## src/core/cabe_map.svh

```systemverilog
// Purpose: Named constants for the ALU and branch execute block.
// Assumes: Included by its bare name from the package and the modules.
// Notes: Definitions only.
`ifndef CABE_MAP_SVH
`define CABE_MAP_SVH
`define CABE_DATA_W 8
`define CABE_WORD_W 16
`define CABE_NIB_W 4
`define CABE_REL_W 7
`define CABE_BSEL_W 3
`define CABE_CNT_W 3
`define CABE_WIMM_MASK 8'h3f
`define CABE_ALL_ONES 8'hff
`define CABE_ALL_ZERO 8'h00
`define CABE_STATUS_REGISTER_RST 8'h00
`define CABE_PC_RST 16'h0000
`define CABE_BIT_C 0
`define CABE_BIT_Z 1
`define CABE_BIT_N 2
`define CABE_BIT_V 3
`define CABE_BIT_S 4
`define CABE_BIT_H 5
`define CABE_CYC_ONE 3'h1
`define CABE_CYC_TWO 3'h2
`define CABE_CYC_THREE 3'h3
`define CABE_PC_ONE 16'h0001
`define CABE_PC_TWO 16'h0002
`define CABE_PC_THREE 16'h0003
`endif

```

## src/core/cabe_pkg.sv

```systemverilog
// Purpose: Types shared by the execute block and its helpers.
// Assumes: cabe_map.svh supplies the numeric constants.
// Notes: Operation codes are local to this core.
`include "cabe_map.svh"
package cabe_pkg;
    typedef enum logic [4:0] {
        CABE_OP_NONE = 5'h00,
        CABE_OP_ADD_CARRY = 5'h01,
        CABE_OP_ADD_IMM_WORD = 5'h02,
        CABE_OP_SUB_IMM_WORD = 5'h03,
        CABE_OP_SUB_CONST = 5'h04,
        CABE_OP_SUB_CARRY_REGS = 5'h05,
        CABE_OP_SUB_CARRY_CONST = 5'h06,
        CABE_OP_AND_CONST = 5'h07,
        CABE_OP_OR_CONST = 5'h08,
        CABE_OP_ONES_COMPLEMENT = 5'h09,
        CABE_OP_TWOS_COMPLEMENT = 5'h0a,
        CABE_OP_CLEAR_BITS = 5'h0b,
        CABE_OP_SET_BITS = 5'h0c,
        CABE_OP_TEST_ZERO_MINUS = 5'h0d,
        CABE_OP_INDIRECT_JUMP = 5'h0e,
        CABE_OP_INDIRECT_CALL = 5'h0f,
        CABE_OP_COMPARE_SKIP_EQUAL = 5'h10,
        CABE_OP_COMPARE_IMMEDIATE = 5'h11,
        CABE_OP_SKIP_REG_BIT_CLEAR = 5'h12,
        CABE_OP_SKIP_IO_BIT_SET = 5'h13,
        CABE_OP_BRANCH_FLAG_SET = 5'h14
    } cabe_op_t;
    typedef enum logic {
        CABE_ST_IDLE = 1'b0,
        CABE_ST_EXEC = 1'b1
    } cabe_state_t;
endpackage : cabe_pkg

```

## src/core/cabe_execute.sv

```systemverilog
// Purpose: Executes arithmetic, logic, skip, branch and indirect transfer operations.
// Assumes: The register file holds operands steady only at the cycle an operation is taken.
// Notes: One operation at a time; done marks the last cycle and the commit edge.
// Overview of operation
// (RULE1) Add with carry: destination gets destination plus source plus carry, ZCNVH, one cycle.
// (RULE2) Word add: register pair plus immediate, flags ZCNVS, two cycles.
// (RULE3) Word subtract: register pair minus immediate, flags ZCNVS, two cycles.
// (RULE4) Subtract constant: destination minus immediate, flags ZCNVH, one cycle.
// (RULE5) Subtract with carry registers: destination minus source minus carry, ZCNVH.
// (RULE6) Subtract with carry constant: destination minus immediate minus carry, ZCNVH.
// (RULE7) AND with constant into destination, flags ZNV only, one cycle.
// (RULE8) OR with constant into destination, flags ZNV only, one cycle.
// (RULE9) One's complement is all ones minus value; two's is zero minus value plus H.
// (RULE10) Clear bits: destination AND inverted mask, flags ZNV, one cycle.
// (RULE11) Set bits: mask ORed into destination, flags ZNV, one cycle.
// (RULE12) Test: register ANDed with itself, unchanged, flags ZNV, one cycle.
// (RULE13) Indirect jump loads PC from pointer pair, no flags, two cycles.
// (RULE14) Indirect call loads PC from pointer pair, no flags, three cycles.
// (RULE15) Compare-skip-equal advances PC by two or three when equal, no flags.
// (RULE16) Compare immediate computes destination minus constant, not stored, ZNVCH.
// (RULE17) Skip on register bit clear advances PC by two or three, no flags.
// (RULE18) Skip on I/O bit set advances PC by two or three, no flags.
// (RULE19) Branch on flag set adds offset plus one; one cycle, two when taken.
// (RULE20) Flags not affected by an operation keep their value.
`timescale 1ns/1ps
`default_nettype none
`include "cabe_map.svh"
module cabe_execute
    import cabe_pkg::*;
(
    input wire logic core_clk,
    input wire logic sys_rst,
    input wire logic op_valid,
    input wire cabe_op_t op_code,
    input wire logic [`CABE_DATA_W-1:0] rd_val,
    input wire logic [`CABE_DATA_W-1:0] rdh_val,
    input wire logic [`CABE_DATA_W-1:0] rr_val,
    input wire logic [`CABE_DATA_W-1:0] imm_val,
    input wire logic [`CABE_DATA_W-1:0] io_val,
    input wire logic [`CABE_BSEL_W-1:0] bit_sel,
    input wire logic [`CABE_REL_W-1:0] rel_off,
    input wire logic [`CABE_WORD_W-1:0] ptr_val,
    input wire logic next_two_word,
    output logic op_ready,
    output logic busy,
    output logic done,
    output logic wr_lo_en,
    output logic wr_hi_en,
    output logic [`CABE_DATA_W-1:0] res_lo_ff,
    output logic [`CABE_DATA_W-1:0] res_hi_ff,
    output logic [`CABE_DATA_W-1:0] status_ff,
    output logic [`CABE_WORD_W-1:0] pc_ff,
    output logic push_en,
    output logic [`CABE_WORD_W-1:0] push_addr_ff
);
    function automatic logic is_word_op(input cabe_op_t op);
        is_word_op = (op == CABE_OP_ADD_IMM_WORD) || (op == CABE_OP_SUB_IMM_WORD);
    endfunction : is_word_op

    cabe_state_t state_ff;
    cabe_op_t op_ff;
    logic [`CABE_CNT_W-1:0] cnt_ff;
    logic [`CABE_DATA_W-1:0] pend_status_ff;
    logic [`CABE_WORD_W-1:0] pend_pc_ff;
    logic wr_lo_pend_ff;
    logic wr_hi_pend_ff;
    logic push_pend_ff;
    logic take;
    logic cond;
    logic c_in;
    logic [`CABE_DATA_W-1:0] a8;
    logic [`CABE_DATA_W-1:0] b8;
    logic sub8;
    logic cin8;
    logic [`CABE_DATA_W-1:0] sum8;
    logic cout8;
    logic half8;
    logic ovf8;
    logic [`CABE_WORD_W-1:0] aw;
    logic [`CABE_WORD_W-1:0] bw;
    logic [`CABE_WORD_W-1:0] sumw;
    logic coutw;
    logic ovfw;
    logic [`CABE_DATA_W-1:0] nxt_res_lo;
    logic [`CABE_DATA_W-1:0] nxt_res_hi;
    logic [`CABE_DATA_W-1:0] nxt_status;
    logic [`CABE_WORD_W-1:0] nxt_pc;
    logic [`CABE_CNT_W-1:0] nxt_cnt;
    logic nxt_wr_lo;
    logic nxt_wr_hi;
    logic nxt_push;
    logic [`CABE_WORD_W-1:0] skip_step;
    logic s_flag;

    assign op_ready = (state_ff == CABE_ST_IDLE);
    assign busy = (state_ff != CABE_ST_IDLE);
    assign take = op_valid && op_ready;
    assign done = (state_ff == CABE_ST_EXEC) && (cnt_ff == `CABE_CYC_ONE);
    assign wr_lo_en = done && wr_lo_pend_ff;
    assign wr_hi_en = done && wr_hi_pend_ff;
    assign push_en = done && push_pend_ff;
    assign c_in = status_ff[`CABE_BIT_C];
    assign s_flag = status_ff[`CABE_BIT_S];
    assign aw = {rdh_val, rd_val};
    assign bw = {`CABE_ALL_ZERO, imm_val & `CABE_WIMM_MASK};
    assign skip_step = next_two_word ? `CABE_PC_THREE : `CABE_PC_TWO;

    // Operand steering for the byte-wide adder and subtractor.
    always_comb begin
        a8 = rd_val;
        b8 = rr_val;
        sub8 = 1'b1;
        cin8 = 1'b0;
        case (op_code)
            CABE_OP_ADD_CARRY: begin
                sub8 = 1'b0; // [RULE1]
                cin8 = c_in;
            end
            CABE_OP_SUB_CONST, CABE_OP_COMPARE_IMMEDIATE: b8 = imm_val; // [RULE4] [RULE16]
            CABE_OP_SUB_CARRY_REGS: cin8 = c_in; // [RULE5]
            CABE_OP_SUB_CARRY_CONST: begin
                b8 = imm_val; // [RULE6]
                cin8 = c_in;
            end
            CABE_OP_ONES_COMPLEMENT: begin
                a8 = `CABE_ALL_ONES; // [RULE9]
                b8 = rd_val;
            end
            CABE_OP_TWOS_COMPLEMENT: begin
                a8 = `CABE_ALL_ZERO; // [RULE9]
                b8 = rd_val;
            end
            default: begin
                b8 = rr_val;
            end
        endcase
    end

    cabe_addsub #(.W(`CABE_DATA_W)) u_alu8 (
        .a(a8),
        .b(b8),
        .cin(cin8),
        .sub(sub8),
        .sum(sum8),
        .cout(cout8),
        .half(half8),
        .ovf(ovf8)
    );

    cabe_addsub #(.W(`CABE_WORD_W)) u_aluw (
        .a(aw),
        .b(bw),
        .cin(1'b0),
        .sub(op_code == CABE_OP_SUB_IMM_WORD),
        .sum(sumw),
        .cout(coutw),
        .half(),
        .ovf(ovfw)
    );

    cabe_cond u_cond (
        .op_code(op_code),
        .rd_val(rd_val),
        .rr_val(rr_val),
        .io_val(io_val),
        .status(status_ff),
        .bit_sel(bit_sel),
        .cond(cond)
    );

    // Result, flags, next PC and cycle count for the offered operation.
    always_comb begin
        nxt_res_lo = sum8;
        nxt_res_hi = rdh_val;
        nxt_status = status_ff; // [RULE20]
        nxt_pc = pc_ff + `CABE_PC_ONE;
        nxt_cnt = `CABE_CYC_ONE;
        nxt_wr_lo = 1'b0;
        nxt_wr_hi = 1'b0;
        nxt_push = 1'b0;
        case (op_code)
            CABE_OP_ADD_CARRY, CABE_OP_SUB_CONST, CABE_OP_SUB_CARRY_REGS, CABE_OP_SUB_CARRY_CONST,
            CABE_OP_TWOS_COMPLEMENT, CABE_OP_COMPARE_IMMEDIATE: begin
                nxt_wr_lo = (op_code != CABE_OP_COMPARE_IMMEDIATE); // [RULE16]
                nxt_status[`CABE_BIT_Z] = (sum8 == `CABE_ALL_ZERO); // [RULE1] [RULE4] [RULE5] [RULE6]
                nxt_status[`CABE_BIT_C] = cout8;
                nxt_status[`CABE_BIT_N] = sum8[`CABE_DATA_W-1];
                nxt_status[`CABE_BIT_V] = ovf8;
                nxt_status[`CABE_BIT_H] = half8;
            end
            CABE_OP_ONES_COMPLEMENT: begin
                nxt_wr_lo = 1'b1;
                nxt_status[`CABE_BIT_Z] = (sum8 == `CABE_ALL_ZERO); // [RULE9]
                nxt_status[`CABE_BIT_C] = cout8;
                nxt_status[`CABE_BIT_N] = sum8[`CABE_DATA_W-1];
                nxt_status[`CABE_BIT_V] = ovf8;
            end
            CABE_OP_ADD_IMM_WORD, CABE_OP_SUB_IMM_WORD: begin
                nxt_res_lo = sumw[`CABE_DATA_W-1:0]; // [RULE2] [RULE3]
                nxt_res_hi = sumw[`CABE_WORD_W-1:`CABE_DATA_W];
                nxt_wr_lo = 1'b1;
                nxt_wr_hi = 1'b1;
                nxt_cnt = `CABE_CYC_TWO;
                nxt_status[`CABE_BIT_Z] = (sumw == {`CABE_ALL_ZERO, `CABE_ALL_ZERO});
                nxt_status[`CABE_BIT_C] = coutw;
                nxt_status[`CABE_BIT_N] = sumw[`CABE_WORD_W-1];
                nxt_status[`CABE_BIT_V] = ovfw;
                nxt_status[`CABE_BIT_S] = sumw[`CABE_WORD_W-1] ^ ovfw;
            end
            CABE_OP_AND_CONST, CABE_OP_OR_CONST, CABE_OP_CLEAR_BITS, CABE_OP_SET_BITS,
            CABE_OP_TEST_ZERO_MINUS: begin
                case (op_code)
                    CABE_OP_AND_CONST: nxt_res_lo = rd_val & imm_val; // [RULE7]
                    CABE_OP_CLEAR_BITS: nxt_res_lo = rd_val & (`CABE_ALL_ONES - imm_val); // [RULE10]
                    CABE_OP_TEST_ZERO_MINUS: nxt_res_lo = rd_val & rd_val; // [RULE12]
                    default: nxt_res_lo = rd_val | imm_val; // [RULE8] [RULE11]
                endcase
                nxt_wr_lo = 1'b1;
                nxt_status[`CABE_BIT_Z] = (nxt_res_lo == `CABE_ALL_ZERO);
                nxt_status[`CABE_BIT_N] = nxt_res_lo[`CABE_DATA_W-1];
                nxt_status[`CABE_BIT_V] = 1'b0;
            end
            CABE_OP_INDIRECT_JUMP: begin
                nxt_pc = ptr_val; // [RULE13]
                nxt_cnt = `CABE_CYC_TWO;
            end
            CABE_OP_INDIRECT_CALL: begin
                nxt_pc = ptr_val; // [RULE14]
                nxt_cnt = `CABE_CYC_THREE;
                nxt_push = 1'b1;
            end
            CABE_OP_COMPARE_SKIP_EQUAL, CABE_OP_SKIP_REG_BIT_CLEAR, CABE_OP_SKIP_IO_BIT_SET: begin
                if (cond) begin
                    nxt_pc = pc_ff + skip_step; // [RULE15] [RULE17] [RULE18]
                    nxt_cnt = next_two_word ? `CABE_CYC_THREE : `CABE_CYC_TWO;
                end
            end
            CABE_OP_BRANCH_FLAG_SET: begin
                if (cond) begin
                    nxt_pc = pc_ff + `CABE_WORD_W'($signed(rel_off)) + `CABE_PC_ONE; // [RULE19]
                    nxt_cnt = `CABE_CYC_TWO;
                end
            end
            default: begin
                nxt_res_lo = rd_val;
            end
        endcase
    end

    // Sequencer: counts the cycles of the taken operation down to done.
    always_ff @(posedge core_clk) begin
        if (sys_rst) begin
            state_ff <= CABE_ST_IDLE;
            cnt_ff <= `CABE_CYC_ONE;
        end else begin
            case (state_ff)
                CABE_ST_IDLE: begin
                    if (take) begin
                        state_ff <= CABE_ST_EXEC;
                        cnt_ff <= nxt_cnt;
                    end
                end
                CABE_ST_EXEC: begin
                    if (done) begin
                        state_ff <= CABE_ST_IDLE;
                    end else begin
                        cnt_ff <= cnt_ff - `CABE_CYC_ONE;
                    end
                end
                default: begin
                    state_ff <= CABE_ST_IDLE;
                end
            endcase
        end
    end

    // Pending results captured when the operation is taken.
    always_ff @(posedge core_clk) begin
        if (sys_rst) begin
            op_ff <= CABE_OP_NONE;
            res_lo_ff <= `CABE_ALL_ZERO;
            res_hi_ff <= `CABE_ALL_ZERO;
            pend_status_ff <= `CABE_STATUS_REGISTER_RST;
            pend_pc_ff <= `CABE_PC_RST;
            wr_lo_pend_ff <= 1'b0;
            wr_hi_pend_ff <= 1'b0;
            push_pend_ff <= 1'b0;
            push_addr_ff <= `CABE_PC_RST;
        end else if (take) begin
            op_ff <= op_code;
            res_lo_ff <= nxt_res_lo;
            res_hi_ff <= nxt_res_hi;
            pend_status_ff <= nxt_status;
            pend_pc_ff <= nxt_pc;
            wr_lo_pend_ff <= nxt_wr_lo;
            wr_hi_pend_ff <= nxt_wr_hi;
            push_pend_ff <= nxt_push;
            push_addr_ff <= pc_ff + `CABE_PC_ONE;
        end
    end

    // Flags and PC change only on the last cycle of an operation.
    always_ff @(posedge core_clk) begin
        if (sys_rst) begin
            status_ff <= `CABE_STATUS_REGISTER_RST;
        end else if (done) begin
            status_ff <= pend_status_ff;
        end
    end

    always_ff @(posedge core_clk) begin
        if (sys_rst) begin
            pc_ff <= `CABE_PC_RST;
        end else if (done) begin
            pc_ff <= pend_pc_ff;
        end
    end

    adc_sum_a: assert property (@(posedge core_clk) disable iff (sys_rst) // [RULE1]
        take && op_code == CABE_OP_ADD_CARRY |=> done && wr_lo_en &&
        res_lo_ff == `CABE_DATA_W'($past(rd_val) + $past(rr_val) + $past(c_in)))
        else $error("add with carry result or timing wrong");
    word_add_time_a: assert property (@(posedge core_clk) disable iff (sys_rst) // [RULE2]
        take && op_code == CABE_OP_ADD_IMM_WORD |-> ##1 !done ##1 done && wr_hi_en && wr_lo_en)
        else $error("word add not two cycles");
    word_sub_val_a: assert property (@(posedge core_clk) disable iff (sys_rst) // [RULE3]
        take && op_code == CABE_OP_SUB_IMM_WORD |=> {res_hi_ff, res_lo_ff} ==
        `CABE_WORD_W'({$past(rdh_val), $past(rd_val)} - ($past(imm_val) & `CABE_WIMM_MASK)))
        else $error("word subtract result wrong");
    subc_const_a: assert property (@(posedge core_clk) disable iff (sys_rst) // [RULE6]
        take && op_code == CABE_OP_SUB_CARRY_CONST |=>
        res_lo_ff == `CABE_DATA_W'($past(rd_val) - $past(imm_val) - $past(c_in)))
        else $error("subtract with carry constant wrong");
    clear_bits_a: assert property (@(posedge core_clk) disable iff (sys_rst) // [RULE10]
        take && op_code == CABE_OP_CLEAR_BITS |=> res_lo_ff == ($past(rd_val) & ~$past(imm_val)))
        else $error("clear bits result wrong");
    neg_val_a: assert property (@(posedge core_clk) disable iff (sys_rst) // [RULE9]
        take && op_code == CABE_OP_TWOS_COMPLEMENT |=> res_lo_ff == `CABE_DATA_W'(-$past(rd_val)))
        else $error("two's complement wrong");
    indirect_jump_op_pc_a: assert property (@(posedge core_clk) disable iff (sys_rst) // [RULE13]
        take && op_code == CABE_OP_INDIRECT_JUMP |-> ##3 pc_ff == $past(ptr_val, 3) &&
        status_ff == $past(status_ff, 3))
        else $error("indirect jump PC or flags wrong");
    indirect_call_op_time_a: assert property (@(posedge core_clk) disable iff (sys_rst) // [RULE14]
        take && op_code == CABE_OP_INDIRECT_CALL |-> ##1 !done ##1 !done ##1 done && push_en)
        else $error("indirect call not three cycles");
    cpi_nowrite_a: assert property (@(posedge core_clk) disable iff (sys_rst) // [RULE16]
        take && op_code == CABE_OP_COMPARE_IMMEDIATE |=> done && !wr_lo_en)
        else $error("compare immediate wrote a register");
    skip_eq_a: assert property (@(posedge core_clk) disable iff (sys_rst) // [RULE15]
        take && op_code == CABE_OP_COMPARE_SKIP_EQUAL && rd_val == rr_val && !next_two_word
        |-> ##1 !done ##1 done ##1 pc_ff == $past(pc_ff, 3) + `CABE_PC_TWO)
        else $error("compare skip equal wrong");
    branch_flag_set_pc_a: assert property (@(posedge core_clk) disable iff (sys_rst) // [RULE19]
        take && op_code == CABE_OP_BRANCH_FLAG_SET && cond |-> ##1 !done ##1 done ##1 pc_ff ==
        $past(pc_ff, 3) + `CABE_WORD_W'($signed($past(rel_off, 3))) + `CABE_PC_ONE)
        else $error("taken branch PC wrong");
    keep_s_a: assert property (@(posedge core_clk) disable iff (sys_rst) // [RULE20]
        done && !is_word_op(op_ff) |=> s_flag == $past(s_flag))
        else $error("sign flag changed by byte operation");
endmodule : cabe_execute
`default_nettype wire

```

## src/core/cabe_addsub.sv

```systemverilog
// Purpose: Adder and subtractor with carry, half carry and overflow.
// Assumes: W is at least 8; cin is a carry in or, when sub is set, a borrow in.
// Notes: On subtraction carry and half carry report a borrow.
`timescale 1ns/1ps
`default_nettype none
`include "cabe_map.svh"
module cabe_addsub #(
    parameter int W = 8
) (
    input wire logic [W-1:0] a,
    input wire logic [W-1:0] b,
    input wire logic cin,
    input wire logic sub,
    output logic [W-1:0] sum,
    output logic cout,
    output logic half,
    output logic ovf
);
    logic [W-1:0] bb;
    logic ci;
    logic [W:0] full;
    logic [`CABE_NIB_W:0] low;

    // Subtraction runs as a + ~b + ~borrow so one carry chain serves both.
    assign bb = sub ? ~b : b;
    assign ci = sub ? ~cin : cin;
    assign full = {1'b0, a} + {1'b0, bb} + {{W{1'b0}}, ci};
    assign low = {1'b0, a[`CABE_NIB_W-1:0]} + {1'b0, bb[`CABE_NIB_W-1:0]} + {{`CABE_NIB_W{1'b0}}, ci};
    assign sum = full[W-1:0];
    assign cout = full[W] ^ sub;
    assign half = low[`CABE_NIB_W] ^ sub;
    assign ovf = (a[W-1] == bb[W-1]) && (full[W-1] != a[W-1]);
endmodule : cabe_addsub
`default_nettype wire

```

## src/core/cabe_cond.sv

```systemverilog
// Purpose: Skip and branch condition evaluation.
// Assumes: Operands are stable while the operation is offered.
// Notes: Output is zero for operations that never transfer control.
`timescale 1ns/1ps
`default_nettype none
`include "cabe_map.svh"
module cabe_cond
    import cabe_pkg::*;
(
    input wire cabe_op_t op_code,
    input wire logic [`CABE_DATA_W-1:0] rd_val,
    input wire logic [`CABE_DATA_W-1:0] rr_val,
    input wire logic [`CABE_DATA_W-1:0] io_val,
    input wire logic [`CABE_DATA_W-1:0] status,
    input wire logic [`CABE_BSEL_W-1:0] bit_sel,
    output logic cond
);
    always_comb begin
        case (op_code)
            CABE_OP_COMPARE_SKIP_EQUAL: cond = (rd_val == rr_val); // [RULE15]
            CABE_OP_SKIP_REG_BIT_CLEAR: cond = !rr_val[bit_sel]; // [RULE17]
            CABE_OP_SKIP_IO_BIT_SET: cond = io_val[bit_sel]; // [RULE18]
            CABE_OP_BRANCH_FLAG_SET: cond = status[bit_sel]; // [RULE19]
            default: cond = 1'b0;
        endcase
    end
endmodule : cabe_cond
`default_nettype wire

```

## config.mk

```make
export PLATFORM = sky130hd
export DESIGN_NAME = cabe_execute
export DESIGN_NICKNAME = d
export VERILOG_FILES = /design/src/core/cabe_pkg.sv /design/src/core/cabe_execute.sv /design/src/core/cabe_addsub.sv /design/src/core/cabe_cond.sv
export VERILOG_INCLUDE_DIRS = /design/src /design/src/core
export SDC_FILE = /design/constraint.sdc
export NUM_CORES = 1
export LEC_CHECK = 0
export BUFFER_PORTS_ARGS = -buffer_cell sky130_fd_sc_hd__buf_2
export CORE_MARGIN = 10
export CORE_UTILIZATION = 40
export DETAILED_ROUTE_END_ITERATION = 16
export SLEW_MARGIN = 20
export SYNTH_ARGS = -nofsm -noshare
export SYNTH_HDL_FRONTEND = slang
export SYNTH_SLANG_ARGS = --single-unit
```

## constraint.sdc

```tcl
create_clock -name core_clk -period 9.77 [get_ports core_clk]
set_input_delay 0.977 -clock core_clk [delete_from_list [all_inputs] [get_ports core_clk]]
set_output_delay 0.977 -clock core_clk [all_outputs]
set_load 0.05 [all_outputs]
```

==> results.sh <==
export IMPL_yosysSeqAreaShare_pct=23.1
export IMPL_cp_arrival_ns=5.51
export IMPL_cellLeakagePower_nw=3.53
export IMPL_layout_nets=1233
export IMPL_htree_levels=3
export IMPL_fillers=1924
export IMPL_cp_end_kind="flop"
export IMPL_vias=7978
export IMPL_cts_sinks=87
export IMPL_grt_max_degree=72
export IMPL_power_share_switching_pct=37.2
export IMPL_wl_per_cell_um=20.2
export IMPL_rows=50
export IMPL_cts_post_setup_buffers_inserted=0
export IMPL_cts_path_max_buffers=2
export IMPL_hold_viol_final=0
export IMPL_setup_tns_final_ns=0
export IMPL_die_area_mm2=0.0247
export IMPL_worstMarginPinSlew_ns=1.17
export IMPL_drive_above_1_share_pct=16.8
export IMPL_crit_fanout=16
export IMPL_drc=0
export IMPL_ctsResizeCount=0
export IMPL_io_buffers=136
export IMPL_power_mw=1.18
export IMPL_start_util_pct=40.4
export IMPL_drt_iter0_drc=719
export IMPL_power_frac_seq_pct=33.7
export IMPL_syn_avg_cell_area_um2=7.37
export IMPL_place_inst=1334
export IMPL_antenna_found_initial=0
export IMPL_netSwitchingPower_uw=437
export IMPL_fp_dieW_um=157
export IMPL_cts_made_buffers=9
export IMPL_drtPass1Iterations=5
export IMPL_rsz0062_at_grt="false"
export IMPL_clock_latency_ns=0.36
export IMPL_grt_pass1_wl_um=42100
export IMPL_yosysMostFrequentCell="nand2_1"
export IMPL_async_flop_share_pct=0
export IMPL_synth_edf_count=0
export IMPL_synth_top_area_share_pct=23.1
export IMPL_synth_cells=1022
export IMPL_syn_cell_area_mm2=0.00753
export IMPL_yosys_area_top_type="dfxtp_1"
export IMPL_gp_congestion=0.983
export IMPL_multiInputGateArea_mm2=0.00538
export IMPL_clockPowerShare_pct=34.0
export IMPL_ant_nets=0
export IMPL_crit_family="simple AND/OR/NAND/NOR gates"
export IMPL_peakVddDrop_mv=0.0895
export IMPL_dp_hpwl_um=20300
export IMPL_cap_violations=0
export IMPL_relSlewSlack_pct=21.2
export IMPL_synthFlopType="dfxtp_1"
export IMPL_core_mm2=0.0186
export IMPL_die_y_um=157
export IMPL_grt_usage_pct=21.4
export IMPL_status="complete, no violations"
export IMPL_holdWs_ns=0.450
export IMPL_antenna_cells=0
export IMPL_synth_fp_nets=1144
export IMPL_finalSetupViolCount=0
export IMPL_viasPerCell=5.91
export IMPL_startpoint_type="primary input"
export IMPL_ys_top_cells_by_area="dfxtp_1 (23%), a21oi_1 (8.0%), ha_1 (7.1%)"
export IMPL_overflow=0
export IMPL_max_stage_delay_ns=0.45
export IMPL_final_cells=1350
export IMPL_hp_class="flop to flop"
export IMPL_synth_cell_types=80
export IMPL_path_class="primary input to flop"
export IMPL_ios=137
export IMPL_wl_um=27300
export IMPL_yosys_warnings=0
export IMPL_first_global_vias=7281
export IMPL_cts_tree="done"
export IMPL_final_max_slew_viol_count=0
export IMPL_timing_final_crit_share_pct=53.7
export IMPL_clkTransAtPathRegs_ns=0.07
export IMPL_worst_path_buf_inv=2
export IMPL_finalInstanceArea_mm2=0.00863
export IMPL_pwr_share_comb_pct=32.3
export IMPL_register_area_mm2=0.00174
export IMPL_worstPathRequired_ns=10.04
export IMPL_timing_fmax_mhz=191
export IMPL_cellPowerDensity_mw_per_mm2=136
export IMPL_ctsHoldBuffers=0
export IMPL_post_dp_cell_area_mm2=0.00829
export IMPL_finClkSkew_ns=0.00797
export IMPL_path_cells="buf_2 -> nand2b_1 -> nor3_1 -> inv_1 -> nand2_1 -> nor2_1 -> a21oi_1 -> xnor2_1 -> fa_1 -> fa_1 -> a21o_1 -> a21oi_1 -> xnor2_1 -> or4_1 -> nor3_1 -> nand4_1 -> a31o_2 -> o31ai_1"
export IMPL_clockRootBuffer="clkbuf_16"
export IMPL_synthTopCellsByCount="nand2_1 (141), a21oi_1 (120), dfxtp_1 (87)"
export IMPL_min_period_ns=5.25
export IMPL_crit_slowest_cell="fa_1"
export IMPL_area_delta_synth_final_pct=14.6
export IMPL_p_int_uw=738
export IMPL_ys_ff_latch=87
==> per-stage QoR <==
| step | setup slack [ns] | utilization (%) |
|---|---|---|
| floorplan | 4.89 | - |
| global placement | 4.32 | 44.5 |
| detailed placement | 4.19 | 44.5 |
| CTS | 4.57 | 46.3 |
| global route | 4.07 | 46.3 |
| finish | 4.52 | 46.3 |
==> worst paths after layout <==
| check | to | startpoint | slack [ns] | depth (start not counted) |
|---|---|---|---|---|
| worst max-delay path | pend_status_ff[1] | op_code[1] | 4.52 | 18 |
| worst min register to register | pc_ff[5] | pend_pc_ff[5] | 0.45 | 2 |
| worst min-delay path | pc_ff[5] | pend_pc_ff[5] | 0.45 | 2 |
| worst max register to register | pend_status_ff[1] | status_ff[0] | 6.14 | 13 |
==> power groups by stage <==
| stage | logic (mW) | clock network (mW) | registers, mW |
|---|---|---|---|
| 2_1_floorplan | 0.221 | 0 | 0.450 |
| 3_3_place_gp | 0.376 | 0 | 0.404 |
| 3_5_place_dp | 0.376 | 0 | 0.404 |
| 4_1_cts | 0.378 | 0.406 | 0.396 |
| 5_1_grt | 0.414 | 0.419 | 0.399 |
| 6_report | 0.380 | 0.400 | 0.396 |
==> tightest hold or removal path, stage by stage (launching register included) <==
cell and delay [ns]:
dfxtp_1 0.31, nand2_1 0.05, a21oi_1 0.05
==> final cells by class <==
type                    count  share of cell area, %
multi-input cells         833                   62.3
clock inverters             6                   1.13
inverters                  35                   1.52
well taps                 234                   3.39
repair buffers            145                   8.67
flip-flops and latches     87                   20.2
clock buffers              10                   2.77
==> registers in the layout (all words and copies together), names as in the netlist, 3 cells and up <==
signal,count
cnt_ff,3
push_addr_ff,16
pend_pc_ff,16
pc_ff,16
pend_status_ff,8
status_ff,8
res_hi_ff,8
res_lo_ff,8
==> metal layers <==
metal | GRT usage [%] | part of all wire (%) | wire length (um) | vias up
met2 | 31.2 | 43 | 11800 | 308
met5 | 0 | 0 | 0 | -
met4 | 6.41 | 2.2 | 598 | 0
met1 | 31.3 | 47 | 12900 | 3729
met3 | 3.63 | 7.3 | 2000 | 42
li1 | - | - | - | 3899
==> layout by cell type, fill, tap and decap left out, drive strengths merged, types with 11 or more instances in the layout <==
cell | Yosys | routed
inv | 35 | 39
a211oi | 24 | 24
nand2b | 14 | 14
dfxtp | 87 | 87
xnor2 | 50 | 50
nand2 | 141 | 141
a31oi | 13 | 13
o21ai | 66 | 66
nand3 | 23 | 23
xor2 | 27 | 27
a22oi | 11 | 11
nor3 | 28 | 28
a21oi | 120 | 120
ha | 43 | 43
a221oi | 17 | 17
buf | 21 | 145
a21o | 13 | 13
nor2 | 83 | 83
==> cell families after synthesis <==
| logic type | Yosys count | synth area share, % |
|---|---|---|
| compound gates | 338 | 29.1 |
| mux | 16 | 3.12 |
| buf+inv | 102 | 5.62 |
| flops | 87 | 23.1 |
| fa+ha+maj | 47 | 8.21 |
| xor+xnor | 77 | 8.96 |
| simple gates | 355 | 21.9 |
(Power assumes the default switching activity.)
